File: src/rtl/dce_link_params.svh
`ifndef DCE_LINK_PARAMS_SVH
`define DCE_LINK_PARAMS_SVH

// core clock period
`define CLK_PERIOD_NS      4
// rounding of times into core clock cycles
`define NS_TO_CYC_UP(ns)   (((ns) + `CLK_PERIOD_NS - 1) / `CLK_PERIOD_NS)
`define NS_TO_CYC_DN(ns)   ((ns) / `CLK_PERIOD_NS)

// reset service: both lines low for two octet periods
`define RESET_HOLD_NS      2000
`define RESET_HOLD_CYC     `NS_TO_CYC_UP(`RESET_HOLD_NS)
`define RESET_CNT_W        10

// receive clock phase, each at least 0.04 of an octet period
`define RXC_PHASE_NS       60
`define RXC_PHASE_CYC      `NS_TO_CYC_UP(`RXC_PHASE_NS)
`define PHASE_CNT_W        5

// transmit framing lengths in line symbols
`define PREAMBLE_BASE      8
`define PREAMBLE_UNIT      8
`define SD_LEN             8
`define ED_LEN             8
`define GAP_BASE           16
`define GAP_UNIT           8
`define SYM_CNT_W          8

// payload limits in service octets
`define TX_OCTETS_MIN      3
`define TX_OCTETS_MAX      300
`define TX_BIT_CNT_W       12

// receive reporting limits
`define ED_REPORT_MAX      7
`define CHAN_BITS          3

`endif

File: src/rtl/dce_link_pkg.sv
package dce_link_pkg;

  typedef enum logic [2:0] {
    TX_IDLE, TX_PRE, TX_SD, TX_DATA, TX_ED, TX_GAP
  } tx_state_e;

  typedef enum logic [1:0] {
    RP_IDLE, RP_RUN, RP_DONE
  } rpt_state_e;

  typedef enum logic [1:0] {
    SYM_PREAMBLE, SYM_START_DELIM, SYM_DATA, SYM_END_DELIM
  } tx_kind_e;

  typedef enum logic [2:0] {
    RX_TRAIN, RX_CHAN, RX_SD_MATCH, RX_DATA, RX_ED_DATA, RX_ED_MATCH,
    RX_ERROR
  } rx_kind_e;

  // one line symbol toward the medium
  typedef struct packed {
    logic     valid;
    tx_kind_e kind;
    logic     data;
  } med_tx_s;

  // one decoded event from the receiver front end
  typedef struct packed {
    logic     valid;
    rx_kind_e kind;
    logic     data;
  } rx_item_s;

  // pins from the terminal side
  typedef struct packed {
    logic clk;
    logic req;
    logic txd;
  } dte_pins_s;

endpackage

File: src/rtl/dce_link_seq.sv
// Summary of operation
// (RULE1) transmission never overlaps reset; reset service aborts transmission at once
// (RULE2) terminal raises request between transmit clock rise and next fall
// (RULE3) on request, send preamble then start delimiter symbols to medium
// (RULE4) raise clear line before the falling edge that takes first payload bit
// (RULE5) terminal sends whole octets, 3 to 300, one bit per falling edge
// (RULE6) terminal ends payload by raising data and dropping request
// (RULE7) after payload send end delimiter symbols, then stop transmitting
// (RULE8) wait configured gap, then drop clear line after a falling edge
// (RULE9) fault drives activity and framing low until reset or configuration
// (RULE10) terminal tolerates both receive lines changing together at frame end
// (RULE11) activity high; framing fall starts report; activity fall ends it
// (RULE12) report only while activity is shown, never during fault
// (RULE13) start report: drive receive clock, lower framing in high phase
// (RULE14) delimiter reporting behaves as eight symbols with no extra delay
// (RULE15) optionally report channel number msb first over last three symbols
// (RULE16) on start delimiter match invert framing line in low phase
// (RULE17) report each decoded payload bit in order, one per clock cycle
// (RULE18) at most seven values reported from end delimiter symbols
// (RULE19) end delimiter match: framing high in high phase, low in low phase
// (RULE20) final phase raises framing; no new report until activity ends
// (RULE21) on error keep clock valid, force start delimiter phase to finish
// (RULE22) error after start delimiter: framing low then high, then finish
// (RULE23) transmit data taken on transmit clock falling edges, high is one
// (RULE24) terminal samples framing on receive clock falling edges
// (RULE25) reset service: request and data low for two octet periods
`timescale 1ns/100ps
`include "dce_link_params.svh"

module dce_link_seq (
  // clock and reset
  input  wire logic                 core_clk,
  input  wire logic                 rst_n,
  // terminal side transmit pins
  input  wire logic                 transmit_clock_line,
  input  wire logic                 request_line,
  input  wire logic                 transmit_data_line,
  output logic                      clear_line,
  // terminal side receive pins
  output logic                      receive_clock_line,
  output logic                      receive_activity_line,
  output logic                      receive_data_framing_line,
  // configuration
  input  wire logic [2:0]           preamble_ext,
  input  wire logic [2:0]           gap_ext,
  input  wire logic                 config_start,
  input  wire logic                 chan_report_en,
  input  wire logic [2:0]           chan_id,
  // medium transmit side
  output dce_link_pkg::med_tx_s     med_tx,
  output logic                      med_tx_on,
  output logic                      tx_len_err,
  // medium receive side
  input  wire logic                 media_active,
  input  wire logic                 media_fault,
  input  dce_link_pkg::rx_item_s    rx_item,
  output logic                      rx_ready,
  // reset service detected
  output logic                      dte_reset
);

  localparam logic [`RESET_CNT_W-1:0] RESET_HOLD =
    `RESET_CNT_W'(`RESET_HOLD_CYC);
  localparam logic [`PHASE_CNT_W-1:0] PHASE_LAST =
    `PHASE_CNT_W'(`RXC_PHASE_CYC - 1);
  localparam logic [`TX_BIT_CNT_W-1:0] BITS_MIN =
    `TX_BIT_CNT_W'(`TX_OCTETS_MIN * 8);
  localparam logic [`TX_BIT_CNT_W-1:0] BITS_MAX =
    `TX_BIT_CNT_W'(`TX_OCTETS_MAX * 8);

  function automatic logic [`SYM_CNT_W-1:0] ext_len(
    input logic [2:0] ext, input int base, input int unit);
    ext_len = `SYM_CNT_W'(base + unit * int'(ext));
  endfunction

  // pin synchronisers
  dce_link_pkg::dte_pins_s          pin_meta_reg;
  dce_link_pkg::dte_pins_s          pin_sync_reg;
  logic                             txc_prev_reg;
  logic                             tx_fall;

  always_ff @(posedge core_clk) begin
    if (!rst_n) begin
      pin_meta_reg <= '{clk: 1'b0, req: 1'b0, txd: 1'b1};
      pin_sync_reg <= '{clk: 1'b0, req: 1'b0, txd: 1'b1};
      txc_prev_reg <= 1'b0;
    end else begin
      pin_meta_reg <= '{clk: transmit_clock_line, req: request_line,
                        txd: transmit_data_line};
      pin_sync_reg <= pin_meta_reg;
      txc_prev_reg <= pin_sync_reg.clk;
    end
  end

  assign tx_fall = txc_prev_reg && !pin_sync_reg.clk;

  // reset service detector
  logic [`RESET_CNT_W-1:0]          hold_cnt_reg;
  logic                             both_low;

  assign both_low = !pin_sync_reg.req && !pin_sync_reg.txd;

  always_ff @(posedge core_clk) begin
    if (!rst_n) begin
      hold_cnt_reg <= '0;
      dte_reset    <= 1'b0;
    end else begin
      dte_reset <= both_low && (hold_cnt_reg == RESET_HOLD - 1'b1); // see (RULE25)
      if (!both_low)
        hold_cnt_reg <= '0;
      else if (hold_cnt_reg != RESET_HOLD)
        hold_cnt_reg <= hold_cnt_reg + 1'b1;
    end
  end

  // transmit sequencer
  dce_link_pkg::tx_state_e          tx_state_reg;
  logic [`SYM_CNT_W-1:0]            sym_cnt_reg;
  logic [`TX_BIT_CNT_W-1:0]         tx_bits_reg;

  always_ff @(posedge core_clk) begin
    if (!rst_n) begin
      tx_state_reg <= dce_link_pkg::TX_IDLE;
      sym_cnt_reg  <= '0;
      tx_bits_reg  <= '0;
      clear_line   <= 1'b0;
      med_tx_on    <= 1'b0;
      tx_len_err   <= 1'b0;
      med_tx       <= '0;
    end else if (dte_reset) begin
      tx_state_reg <= dce_link_pkg::TX_IDLE; // see (RULE1)
      clear_line   <= 1'b0;
      med_tx_on    <= 1'b0;
      med_tx       <= '0;
    end else begin
      med_tx.valid <= 1'b0;
      if (tx_fall) begin
        case (tx_state_reg)
          dce_link_pkg::TX_IDLE: begin
            if (pin_sync_reg.req) begin // see (RULE2)
              tx_state_reg <= dce_link_pkg::TX_PRE;
              sym_cnt_reg  <= ext_len(preamble_ext, `PREAMBLE_BASE,
                                      `PREAMBLE_UNIT);
              tx_bits_reg  <= '0;
              med_tx_on    <= 1'b1;
            end
          end
          dce_link_pkg::TX_PRE: begin
            med_tx <= '{valid: 1'b1, kind: dce_link_pkg::SYM_PREAMBLE,
                        data: 1'b0}; // see (RULE3)
            if (sym_cnt_reg == 8'h01) begin
              tx_state_reg <= dce_link_pkg::TX_SD;
              sym_cnt_reg  <= `SYM_CNT_W'(`SD_LEN);
            end else begin
              sym_cnt_reg <= sym_cnt_reg - 1'b1;
            end
          end
          dce_link_pkg::TX_SD: begin
            med_tx <= '{valid: 1'b1, kind: dce_link_pkg::SYM_START_DELIM,
                        data: 1'b0}; // see (RULE3)
            if (sym_cnt_reg == 8'h01) begin
              tx_state_reg <= dce_link_pkg::TX_DATA;
              clear_line   <= 1'b1; // see (RULE4)
            end else begin
              sym_cnt_reg <= sym_cnt_reg - 1'b1;
            end
          end
          dce_link_pkg::TX_DATA: begin
            if (pin_sync_reg.req) begin
              med_tx <= '{valid: 1'b1, kind: dce_link_pkg::SYM_DATA,
                          data: pin_sync_reg.txd}; // see (RULE23)
              if (tx_bits_reg != {`TX_BIT_CNT_W{1'b1}})
                tx_bits_reg <= tx_bits_reg + 1'b1;
            end else begin
              // request dropped ends the payload, whatever the data line holds
              tx_state_reg <= dce_link_pkg::TX_ED; // see (RULE6)
              sym_cnt_reg  <= `SYM_CNT_W'(`ED_LEN);
              tx_len_err   <= (tx_bits_reg[2:0] != 3'h0) ||
                              (tx_bits_reg < BITS_MIN) ||
                              (tx_bits_reg > BITS_MAX); // see (RULE5)
            end
          end
          dce_link_pkg::TX_ED: begin
            med_tx <= '{valid: 1'b1, kind: dce_link_pkg::SYM_END_DELIM,
                        data: 1'b0}; // see (RULE7)
            if (sym_cnt_reg == 8'h01) begin
              tx_state_reg <= dce_link_pkg::TX_GAP;
              sym_cnt_reg  <= ext_len(gap_ext, `GAP_BASE, `GAP_UNIT);
              med_tx_on    <= 1'b0;
            end else begin
              sym_cnt_reg <= sym_cnt_reg - 1'b1;
            end
          end
          dce_link_pkg::TX_GAP: begin
            if (sym_cnt_reg == 8'h01) begin
              tx_state_reg <= dce_link_pkg::TX_IDLE;
              clear_line   <= 1'b0; // see (RULE8)
            end else begin
              sym_cnt_reg <= sym_cnt_reg - 1'b1;
            end
          end
          default: tx_state_reg <= dce_link_pkg::TX_IDLE;
        endcase
      end
    end
  end

  // fault notification, set wins over clear
  logic                             fault_reg;

  always_ff @(posedge core_clk) begin
    if (!rst_n)
      fault_reg <= 1'b0;
    else if (media_fault)
      fault_reg <= 1'b1; // see (RULE9)
    else if (dte_reset || config_start)
      fault_reg <= 1'b0;
  end

  // single entry holding register for receive events
  dce_link_pkg::rx_item_s           pend_reg;
  logic                             pop;
  logic                             pend_valid_n;

  assign pend_valid_n = pop ? 1'b0 :
                        (pend_reg.valid || (rx_item.valid && rx_ready));

  always_ff @(posedge core_clk) begin
    if (!rst_n) begin
      pend_reg <= '0;
      rx_ready <= 1'b1;
    end else begin
      rx_ready <= !pend_valid_n;
      if (pop)
        pend_reg.valid <= 1'b0;
      else if (rx_item.valid && rx_ready)
        pend_reg <= rx_item;
    end
  end

  // reporting engine state
  dce_link_pkg::rpt_state_e         rp_state_reg;
  logic                             started_reg;
  logic                             sd_done_reg;
  logic                             final_due_reg;
  logic                             last_cyc_reg;
  logic [1:0]                       chan_idx_reg;
  logic [2:0]                       ed_cnt_reg;
  logic [2:0]                       bit_cnt_reg;
  logic                             in_cyc_reg;
  logic                             hi_half_reg;
  logic [`PHASE_CNT_W-1:0]          ph_cnt_reg;
  logic                             lo_val_reg;
  logic                             rxc_reg;
  logic                             rdf_reg;

  // decision for the next receive clock cycle
  logic                             go;
  logic                             hi_val;
  logic                             lo_val;
  logic                             start_set;
  logic                             sd_set;
  logic                             fin_set;
  logic                             done_set;
  logic                             chan_inc;
  logic                             ed_inc;
  logic                             bit_inc;
  logic                             is_err;

  always_comb begin
    go        = 1'b0;
    hi_val    = 1'b1;
    lo_val    = 1'b1;
    pop       = 1'b0;
    start_set = 1'b0;
    sd_set    = 1'b0;
    fin_set   = 1'b0;
    done_set  = 1'b0;
    chan_inc  = 1'b0;
    ed_inc    = 1'b0;
    bit_inc   = 1'b0;
    is_err    = (pend_reg.kind == dce_link_pkg::RX_ERROR) ||
                ((pend_reg.kind == dce_link_pkg::RX_ED_MATCH) &&
                 (!sd_done_reg || bit_cnt_reg != 3'h0)); // see (RULE21)
    if (rp_state_reg != dce_link_pkg::RP_RUN) begin
      pop = pend_reg.valid; // see (RULE12)
    end else if (!in_cyc_reg) begin
      if (final_due_reg) begin
        go       = 1'b1; // see (RULE20)
        done_set = 1'b1;
      end else if (pend_reg.valid) begin
        pop = 1'b1;
        if (is_err) begin
          if (!started_reg) begin
            go        = 1'b1; // see (RULE21)
            hi_val    = 1'b0;
            lo_val    = 1'b0;
            start_set = 1'b1;
            pop       = 1'b0;
          end else if (!sd_done_reg) begin
            go      = 1'b1; // see (RULE21)
            hi_val  = rdf_reg;
            lo_val  = !rdf_reg;
            sd_set  = 1'b1;
            fin_set = 1'b1;
          end else begin
            go      = 1'b1; // see (RULE22)
            hi_val  = 1'b0;
            lo_val  = 1'b1;
            fin_set = 1'b1;
          end
        end else begin
          case (pend_reg.kind)
            dce_link_pkg::RX_TRAIN: begin
              if (!started_reg) begin
                go        = 1'b1; // see (RULE13)
                hi_val    = 1'b0;
                lo_val    = 1'b0;
                start_set = 1'b1;
              end
            end
            dce_link_pkg::RX_CHAN: begin
              if (started_reg && !sd_done_reg && chan_report_en &&
                  chan_idx_reg != 2'(`CHAN_BITS)) begin
                go       = 1'b1; // see (RULE15)
                hi_val   = chan_id[2'd2 - chan_idx_reg];
                lo_val   = hi_val;
                chan_inc = 1'b1;
              end
            end
            dce_link_pkg::RX_SD_MATCH: begin
              if (started_reg && !sd_done_reg) begin
                go     = 1'b1; // see (RULE16)
                hi_val = rdf_reg;
                lo_val = !rdf_reg;
                sd_set = 1'b1;
              end
            end
            dce_link_pkg::RX_DATA: begin
              if (sd_done_reg) begin
                go      = 1'b1; // see (RULE17)
                hi_val  = pend_reg.data;
                lo_val  = pend_reg.data;
                bit_inc = 1'b1;
              end
            end
            dce_link_pkg::RX_ED_DATA: begin
              if (sd_done_reg && ed_cnt_reg != 3'(`ED_REPORT_MAX)) begin
                go     = 1'b1; // see (RULE18)
                hi_val = pend_reg.data;
                lo_val = pend_reg.data;
                ed_inc = 1'b1;
              end
            end
            dce_link_pkg::RX_ED_MATCH: begin
              go      = 1'b1; // see (RULE19)
              hi_val  = 1'b1;
              lo_val  = 1'b0;
              fin_set = 1'b1;
            end
            default: pop = 1'b1;
          endcase
        end
      end
    end
  end

  // receive clock cycle engine and phase flags
  always_ff @(posedge core_clk) begin
    if (!rst_n || fault_reg || !media_active) begin
      rp_state_reg  <= dce_link_pkg::RP_IDLE; // see (RULE11)
      started_reg   <= 1'b0;
      sd_done_reg   <= 1'b0;
      final_due_reg <= 1'b0;
      last_cyc_reg  <= 1'b0;
      chan_idx_reg  <= '0;
      ed_cnt_reg    <= '0;
      bit_cnt_reg   <= '0;
      in_cyc_reg    <= 1'b0;
      hi_half_reg   <= 1'b0;
      ph_cnt_reg    <= '0;
      lo_val_reg    <= 1'b1;
      rxc_reg       <= 1'b0;
      rdf_reg       <= 1'b1;
    end else begin
      case (rp_state_reg)
        dce_link_pkg::RP_IDLE: rp_state_reg <= dce_link_pkg::RP_RUN;
        dce_link_pkg::RP_RUN: begin
          if (go) begin
            in_cyc_reg  <= 1'b1;
            hi_half_reg <= 1'b1;
            ph_cnt_reg  <= PHASE_LAST;
            rxc_reg     <= 1'b1;
            rdf_reg     <= hi_val;
            lo_val_reg  <= lo_val;
            if (start_set)
              started_reg <= 1'b1;
            if (sd_set)
              sd_done_reg <= 1'b1;
            if (fin_set)
              final_due_reg <= 1'b1;
            if (done_set)
              last_cyc_reg <= 1'b1;
            if (chan_inc)
              chan_idx_reg <= chan_idx_reg + 1'b1;
            if (ed_inc)
              ed_cnt_reg <= ed_cnt_reg + 1'b1;
            if (bit_inc)
              bit_cnt_reg <= bit_cnt_reg + 1'b1;
          end else if (in_cyc_reg) begin
            if (ph_cnt_reg != '0) begin
              ph_cnt_reg <= ph_cnt_reg - 1'b1;
            end else if (hi_half_reg) begin
              hi_half_reg <= 1'b0;
              ph_cnt_reg  <= PHASE_LAST;
              rxc_reg     <= 1'b0;
              rdf_reg     <= lo_val_reg;
            end else begin
              in_cyc_reg <= 1'b0;
              if (last_cyc_reg)
                rp_state_reg <= dce_link_pkg::RP_DONE; // see (RULE20)
            end
          end
        end
        dce_link_pkg::RP_DONE: rp_state_reg <= dce_link_pkg::RP_DONE;
        default: rp_state_reg <= dce_link_pkg::RP_IDLE;
      endcase
    end
  end

  // receive pins, fault forces activity, framing and clock lines low together
  always_ff @(posedge core_clk) begin
    if (!rst_n) begin
      receive_activity_line     <= 1'b0;
      receive_data_framing_line <= 1'b1;
      receive_clock_line        <= 1'b0;
    end else begin
      receive_activity_line     <= !fault_reg && media_active; // see (RULE9)
      receive_data_framing_line <= !fault_reg && rdf_reg; // see (RULE12)
      receive_clock_line        <= !fault_reg && rxc_reg;
    end
  end

endmodule

File: config.mk
export PLATFORM = sky130hd
export DESIGN_NAME = dce_link_seq
export DESIGN_NICKNAME = d
export VERILOG_FILES = /design/src/rtl/dce_link_pkg.sv /design/src/rtl/dce_link_seq.sv
export VERILOG_INCLUDE_DIRS = /design/src /design/src/rtl
export SDC_FILE = /design/constraint.sdc
export NUM_CORES = 1
export LEC_CHECK = 0
export BUFFER_PORTS_ARGS = -buffer_cell sky130_fd_sc_hd__clkbuf_2
export CAP_MARGIN = 20
export CORE_AREA = 2 2 110 112
export CTS_CLUSTER_SIZE = 16
export DETAILED_ROUTE_END_ITERATION = 16
export DIE_AREA = 0 0 112 114
export GPL_TIMING_DRIVEN = 0
export MAX_ROUTING_LAYER = met4
export SYNTH_ARGS = -nofsm -noshare
export SYNTH_HDL_FRONTEND = slang
export SYNTH_SLANG_ARGS = --single-unit
export TNS_END_PERCENT = 50
File: constraint.sdc
create_clock -name core_clk -period 3.82 [get_ports core_clk]
set_input_delay 0.764 -clock core_clk [delete_from_list [all_inputs] [get_ports core_clk]]
set_output_delay 0.764 -clock core_clk [all_outputs]
set_load 0.005 [all_outputs]
==> flow_summary.json, run 1 <==
{
  "syn_area_per_cell_um2": 8.07,
  "ys_types": 62,
  "intPower_mw": 1.50,
  "final.setup.tns_ns": 0,
  "startpoint": "dte_reset$_SDFF_PN0_",
  "cp-endpoint": "tx_bits_reg[7]$_SDFFE_PN0P_",
  "grt_pass1_vias": 3700,
  "synth_flop_cell": "dfxtp_1",
  "critPathKind": "flip-flop to flip-flop",
  "grt-ovfl-total": 0,
  "initial_utilization_pct": 36.9,
  "powerDensity_mw_per_mm2": 389,
  "drive_gt1_share_pct": 11.8,
  "yosys.area.top_type_share_pct": 38.0,
  "p_leak_nw": 1.90,
  "critPathLaunchType": "flip-flop",
  "gp_congestion": 0.844,
  "antennaDiodeCount": 0,
  "reg2reg_depth": 6,
  "max_slew_margin_pct": 43.3,
  "core-area_mm2": 0.0117,
  "rrSetupSlack_ns": 1.59,
  "skew_ns": 0.0116,
  "synth-async-reset-ratio_pct": 0,
  "die_h_um": 114,
  "crit_arrival_ns": 2.45,
  "status": "completed",
  "wl_per_cell_um": 13.5,
  "synth_edf_count": 0,
  "min_period_ns": 2.23,
  "maxCapViolations": 0,
  "synth_area_mm2": 0.00432,
  "p_switching_uw": 448,
  "cts_resized": 0,
  "clock-sinks": 82,
  "r2r-start": "dte_reset$_SDFF_PN0_",
  "hp-class": "flip-flop to flip-flop",
  "drt_iter0_markers": 187,
  "floorplan.rows": 40,
  "die_w_um": 112,
  "grt_pass1_wl_um": 17000,
  "synth_warnings": 0,
  "die_area_mm2": 0.0128,
  "clkTransAtPathRegs_ns": 0.07,
  "drc": 0,
  "rr_endpoint": "tx_bits_reg[7]$_SDFFE_PN0P_",
  "io_pins": 35,
  "antenna_left": 0,
  "p_clk_share_pct": 48.8,
  "vias": 3879,
  "cts_setup_buffers": 0,
  "synth_top_cell_by_area": "dfxtp_1",
  "grt_max_degree": 16,
  "ys_seq_elements": 82,
  "area_growth_pct": 15.7,
  "largest_register_ffs": 12,
  "hold_buffers": 0,
  "crit_path_top_delay_cell": "nor4bb_1",
  "cts_tree": "yes",
  "rsz0062_at_grt": "no",
  "cp-end-kind": "flip-flop",
  "antenna_found_initial": 0,
  "grt.total_usage_pct": 16.6,
  "critPathRequiredTime_ns": 4.03,
  "synth_fp_nets": 574,
  "cts_htree_levels": 3,
  "hold_viol_final": 0,
  "crit_top_cell": "nand4_1",
  "path_cells": "nor4bb_1 -> nand4_1 -> o21ai_1 -> nand4_1 -> xor2_1 -> nor2_1",
  "synthCells": 535,
  "tightest_slew_ns": 0.839,
  "dpl_cell_area_mm2": 0.00467,
  "seq_power_share_pct": 45.1,
  "synth_common_cells": "dfxtp_1 (82), nor2_1 (60), nand2_1 (48)",
  "finalCritPeriodShare_pct": 58.4,
  "stdcell_area_mm2": 0.00500,
  "yosysMostFrequentCell": "dfxtp_1",
  "wirelength_um": 9870,
  "avgViaCountPerCell": 5.30,
  "nNetsFinal": 619,
  "cts_root_buf": "clkbuf_16",
  "cts_buffers": 9,
  "io_buffers": 34,
  "max_freq_ghz": 0.448,
  "clk_path_buf_depth": 2,
  "critPathMaxFanout": 6,
  "drt_first_pass_iters": 4,
  "comb_power_share_pct": 6.1,
  "ys_seq_area_share_pct": 38.0,
  "cpPeakStageDelay_ns": 0.77,
  "dp_hpwl_um": 7310,
  "synth_area_leaders": "dfxtp_1 (38%), nor2_1 (5.2%), ha_1 (4.6%), nand2_1 (4.2%), a21oi_1 (4.1%)",
  "finalSetupViolations": 0,
  "vdd_drop_max_uv": 234,
  "slew_viol_final": 0,
  "clkLatencyLatePin_ns": 0.34,
  "switching_share_pct": 23.1
}
how the worst min path moves through the flow:
stage / start / to / cells after the start
floorplan: pin_meta_reg[0]$_SDFF_PN1_ / pin_sync_reg[0]$_SDFF_PN1_ / 1
global placement: pin_meta_reg[0]$_SDFF_PN1_ / pin_sync_reg[0]$_SDFF_PN1_ / 1
detailed placement: pin_meta_reg[0]$_SDFF_PN1_ / pin_sync_reg[0]$_SDFF_PN1_ / 1
CTS: pin_meta_reg[0]$_SDFF_PN1_ / pin_sync_reg[0]$_SDFF_PN1_ / 1
global route: pin_meta_reg[1]$_SDFF_PN0_ / pin_sync_reg[1]$_SDFF_PN0_ / 1
finish: pin_meta_reg[0]$_SDFF_PN1_ / pin_sync_reg[0]$_SDFF_PN1_ / 1
layout by cell type, fill, tap and decap left out, types with 4 or more instances in the layout:
cell type,count
and2_1,9
o22ai_1,6
nand3_1,31
xnor2_1,8
or3_1,5
inv_1,23
and3b_1,4
o21ai_0,29
clkbuf_1,17
dfxtp_1,82
nor4_1,8
nand4_1,7
a21oi_1,35
nand3b_1,6
nor2b_1,11
clkbuf_16,9
buf_2,5
nand2b_1,12
clkbuf_2,34
nor2_1,60
xor2_1,16
nor3_1,9
nor3b_1,6
o21a_1,5
nand2_1,48
mux2i_1,8
a31oi_1,9
ha_1,16
critical path, delay by kind of cell (launching register included):
kind	cells	cell delay, ns
xor gates and xnor gates	1	0.16
DFF	1	0.40
and+or+nand+nor	4	1.18
AOI/OAI and AO/OA	1	0.37
per-layer routing:
metal / global-route usage [%] / routed length [um] / up-vias
li1: - / - / 1992
met1: 21.4 / 4920 / 1816
met2: 26.7 / 4540 / 62
met3: 3.24 / 291 / 9
met4: 4.96 / 117 / 0
met5: - / 0 / -
stage by stage:
step                worst slack, ns  cells  hold slack, ns  power (mW)  util (%)
floorplan                      1.76    535           0.386       0.974         -
global placement               1.38    716           0.392        1.01      39.9
detailed placement             1.35    716           0.403        1.01      39.9
CTS                            1.59    732           0.417        1.96      42.7
global route                   1.34    732           0.467        2.02      42.7
finish                         1.59    732           0.413        1.94      42.7
power by group through the flow:
stage	Combinational, mW	Clock (mW)	Sequential (mW)
finish	0.119	0.949	0.876
global route	0.134	1.01	0.878
CTS	0.119	0.964	0.877
detailed placement	0.119	0	0.896
global placement	0.118	0	0.895
floorplan	0.0795	0	0.894
final cells by class:
class	count	area, um^2
fill	1229	6720
multi-input combinational	405	2480
sequential	82	1640
clock buffer	9	225
tap	147	184
timing repair buffer	34	170
buffer	25	104
clock inverter	7	100
inverter	23	86.3
cells by family (layout without fill, tap and decap cells):
family                   after synthesis  count (layout)  share of synthesized area [%]
AO/OA/AOI/OAI                        120             120                           17.5
XOR/XNOR                              24              24                           4.87
adder cells (fa/ha/maj)               16              16                           4.64
buffers and inverters                 48              98                           4.41
flip-flops                            82              82                           38.0
multiplexers                           9               9                           2.12
AND/OR/NAND/NOR                      236             236                           28.5
(Power assumes the default switching activity.)
==> inputs of run 2 (changes only) <==
Settings changed: ABC_AREA from default to 1.
Clock period 3.82 ns to 2 ns, I/O delays scaled along.
==> flow_summary.json, run 2 <==
{
  "max_slew_margin_pct": 61.6,
  "largest_register_ffs": 12,
  "status": "completed",
  "grt.total_usage_pct": 16.7,
  "dp_hpwl_um": 7520,
  "area_growth_pct": 18.3,
  "floorplan.rows": 40,
  "synth_edf_count": 0,
  "r2r-start": "ed_cnt_reg[0]$_SDFFE_PP0P_",
  "synth-async-reset-ratio_pct": 0,
  "maxCapViolations": 0,
  "io_buffers": 33,
  "crit_path_top_delay_cell": "dfxtp_2",
  "max_freq_ghz": 0.531,
  "critPathRequiredTime_ns": 2.23,
  "cts_htree_levels": 3,
  "critPathLaunchType": "flip-flop",
  "finalWorstSetupSlack_ns": 0.117,
  "cts_tree": "yes",
  "synth_warnings": 0,
  "synth_area_mm2": 0.00435,
  "final_cell_mix": "nand2_1 (118), inv_1 (81), dfxtp_1 (77), nor2_1 (62), a21oi_1 (50)",
  "synth_top_cell_by_area": "dfxtp_1",
  "cp_num_buf_inv": 0,
  "stdcell_area_mm2": 0.00514,
  "vdd_drop_max_uv": 595,
  "grt_pass1_wl_um": 17000,
  "crit_top_cell": "nand2_1",
  "reg2reg_depth": 13,
  "layout_commonest_cell": "nand2_1",
  "syn_area_per_cell_um2": 7.04,
  "synth_fp_nets": 657,
  "clkLatencyLatePin_ns": 0.34,
  "grt_max_degree": 14,
  "powerDensity_mw_per_mm2": 686,
  "core-area_mm2": 0.0117,
  "tightest_slew_ns": 0.575,
  "drc": 0,
  "rrSetupSlack_ns": 0.12,
  "gp_congestion": 0.888,
  "yosys.area.top_type_share_pct": 37.7,
  "crit_family": "simple AND/OR/NAND/NOR gates",
  "clock-sinks": 82,
  "critPathKind": "flip-flop to flip-flop",
  "hp-class": "input port to flip-flop",
  "synth_area_leaders": "dfxtp_1 (38%), nand2_1 (10%), inv_1 (7.1%), nor2_1 (6.0%), a21oi_1 (5.8%)",
  "clkTransAtPathRegs_ns": 0.06,
  "drive_gt1_share_pct": 17.5,
  "synthCells": 618,
  "yosysMostFrequentCell": "nand2_1",
  "wirelength_um": 10100,
  "critPathMaxFanout": 6,
  "hold_depth": 3,
  "nNetsFinal": 708,
  "avgViaCountPerCell": 4.87,
  "ys_seq_area_share_pct": 37.7,
  "wl_per_cell_um": 12.4,
  "antenna_left": 0,
  "grt-ovfl-total": 0,
  "cts_buffers": 9,
  "drt_iter0_markers": 229,
  "synth_flop_cell": "dfxtp_1",
  "initial_utilization_pct": 37.1,
  "holdPathEnd": "pin_meta_reg[1]$_SDFF_PN0_",
  "rr_endpoint": "ph_cnt_reg[3]$_SDFFE_PP0P_",
  "finalSetupViolations": 0,
  "grt_pass1_vias": 3811,
  "die_area_mm2": 0.0128,
  "ys_types": 40,
  "slew_viol_final": 0,
  "drt_first_pass_iters": 4,
  "finalCritPeriodShare_pct": 94.2,
  "hold_viol_final": 0,
  "dpl_cell_area_mm2": 0.00470,
  "ys_seq_elements": 82,
  "die_w_um": 112,
  "cpPeakStageDelay_ns": 0.34,
  "clk_path_buf_depth": 2,
  "skew_ns": 0.00681,
  "antennaDiodeCount": 0,
  "vias": 3995,
  "antenna_found_initial": 0,
  "min_period_ns": 1.88,
  "rsz0062_at_grt": "yes",
  "p_leak_nw": 2.19,
  "die_h_um": 114,
  "hp-start": "request_line",
  "path_cells": "ha_1 -> ha_2 -> nor2_2 -> nand3_2 -> nand2_1 -> nor2_2 -> nand3_4 -> a21oi_4 -> nand2_4 -> nand2_4 -> nand2_1 -> nand2_1 -> nor2_1",
  "io_pins": 35,
  "synth_common_cells": "nand2_1 (121), dfxtp_1 (82), inv_1 (82)",
  "cp-end-kind": "flip-flop",
  "cts_root_buf": "clkbuf_16",
  "crit_arrival_ns": 2.11,
  "dp_worst_setup_slack_ns": -0.335
}
-- run 2: cell count changes after synthesis, moves of 8 or more --
cell	previous run	this run
a21oi_1	35	50
nand3_1	31	39
inv_2	0	9
clkbuf_1	17	5
and2_1	9	1
nor2_1	60	69
inv_1	23	82
nor3_1	9	18
nor4_1	8	0
nor2b_1	11	0
nand2_1	48	121
mux2i_1	8	0
nand2b_1	12	0
-- run 2: timing repair --
| action | in CTS | in global routing |
|---|---|---|
| resized for setup | 1 | 35 |
| setup buffers | 3 | 3 |
| gates cloned | 0 | 1 |
| pin swaps | 1 | 4 |
| hold buffers | 0 | 0 |
| hold endpoints to repair | 0 | 0 |
| setup endpoints to repair | 4 | 40 |
-- run 2: metrics by stage --
stage	util (%)	power (mW)	hold slack, ns	instances	TNS, ns
after floorplan	-	1.89	0.390	618	0
after global placement	40.1	1.97	0.409	798	-1.47
after detailed placement	40.1	1.97	0.411	798	-2.35
after CTS	42.7	3.56	0.240	816	0
after global routing	43.9	3.68	0.254	820	-0.0650
final	43.9	3.53	0.251	820	0
-- run 2: cell type report --
cell class,count,area (um^2)
Sequential cell,82,1650
Inverter,91,342
Tap cell,147,184
Buffer,9,56.3
Clock inverter,4,26.3
Multi-Input combinational cell,437,2420
Clock buffer,11,253
Fill cell,1205,6570
Timing Repair Buffer,39,214
-- run 2: worst max path at each step --
stage | startpoint | end | slack (ns) | cells after the start
global route | sym_cnt_reg[1]$_SDFFE_PN0P_ | sym_cnt_reg[1]$_SDFFE_PN0P_ | -0.02 | 11
detailed placement | rst_n | hold_cnt_reg[1]$_SDFFE_PN0P_ | -0.34 | 5
CTS | rst_n | hold_cnt_reg[1]$_SDFFE_PN0P_ | 0.01 | 5
floorplan | ed_cnt_reg[0]$_SDFFE_PP0P_ | ed_cnt_reg[1]$_SDFFE_PP0P_ | 0.32 | 12
finish | ed_cnt_reg[0]$_SDFFE_PP0P_ | ph_cnt_reg[3]$_SDFFE_PP0P_ | 0.12 | 13
global placement | rst_n | hold_cnt_reg[1]$_SDFFE_PN0P_ | -0.26 | 5
-- run 2: routing by layer --
metal | wire length [um] | vias to the layer above | track usage (%) | part of all wire, %
met5 | 0 | - | - | 0
met2 | 4760 | 59 | 27.2 | 47
met4 | 171 | 0 | 5.28 | 1.7
met3 | 344 | 12 | 4.57 | 3.4
li1 | - | 2122 | - | -
met1 | 4850 | 1802 | 20.4 | 48
-- run 2: cells by family after synthesis --
family,Yosys count,synth area share (%)
and+or+nand+nor,291,30.5
buffers and inverters,100,9.00
DFF,82,37.7
AOI/OAI and AO/OA,112,14.7
xor gates and xnor gates,17,3.42
adders and majority gates,16,4.60
-- run 2: worst reg2reg max path: stages (launching register included) --
cell and delay [ns]:
dfxtp_2 0.34, ha_1 0.15, ha_2 0.19, nor2_2 0.06, nand3_2 0.06, nand2_1 0.06, nor2_2 0.12, nand3_4 0.13
a21oi_4 0.30, nand2_4 0.12, nand2_4 0.10, nand2_1 0.06, nand2_1 0.06, nor2_1 0.04
-- run 2: where the power goes --
part	internal, mW	total (mW)	switching, mW	leakage (nW)
Combinational	0.0987	0.285	0.186	1.38
Clock	0.902	1.56	0.659	0.138
Sequential	1.66	1.69	0.0216	0.666
Total	2.66	3.53	0.866	2.19
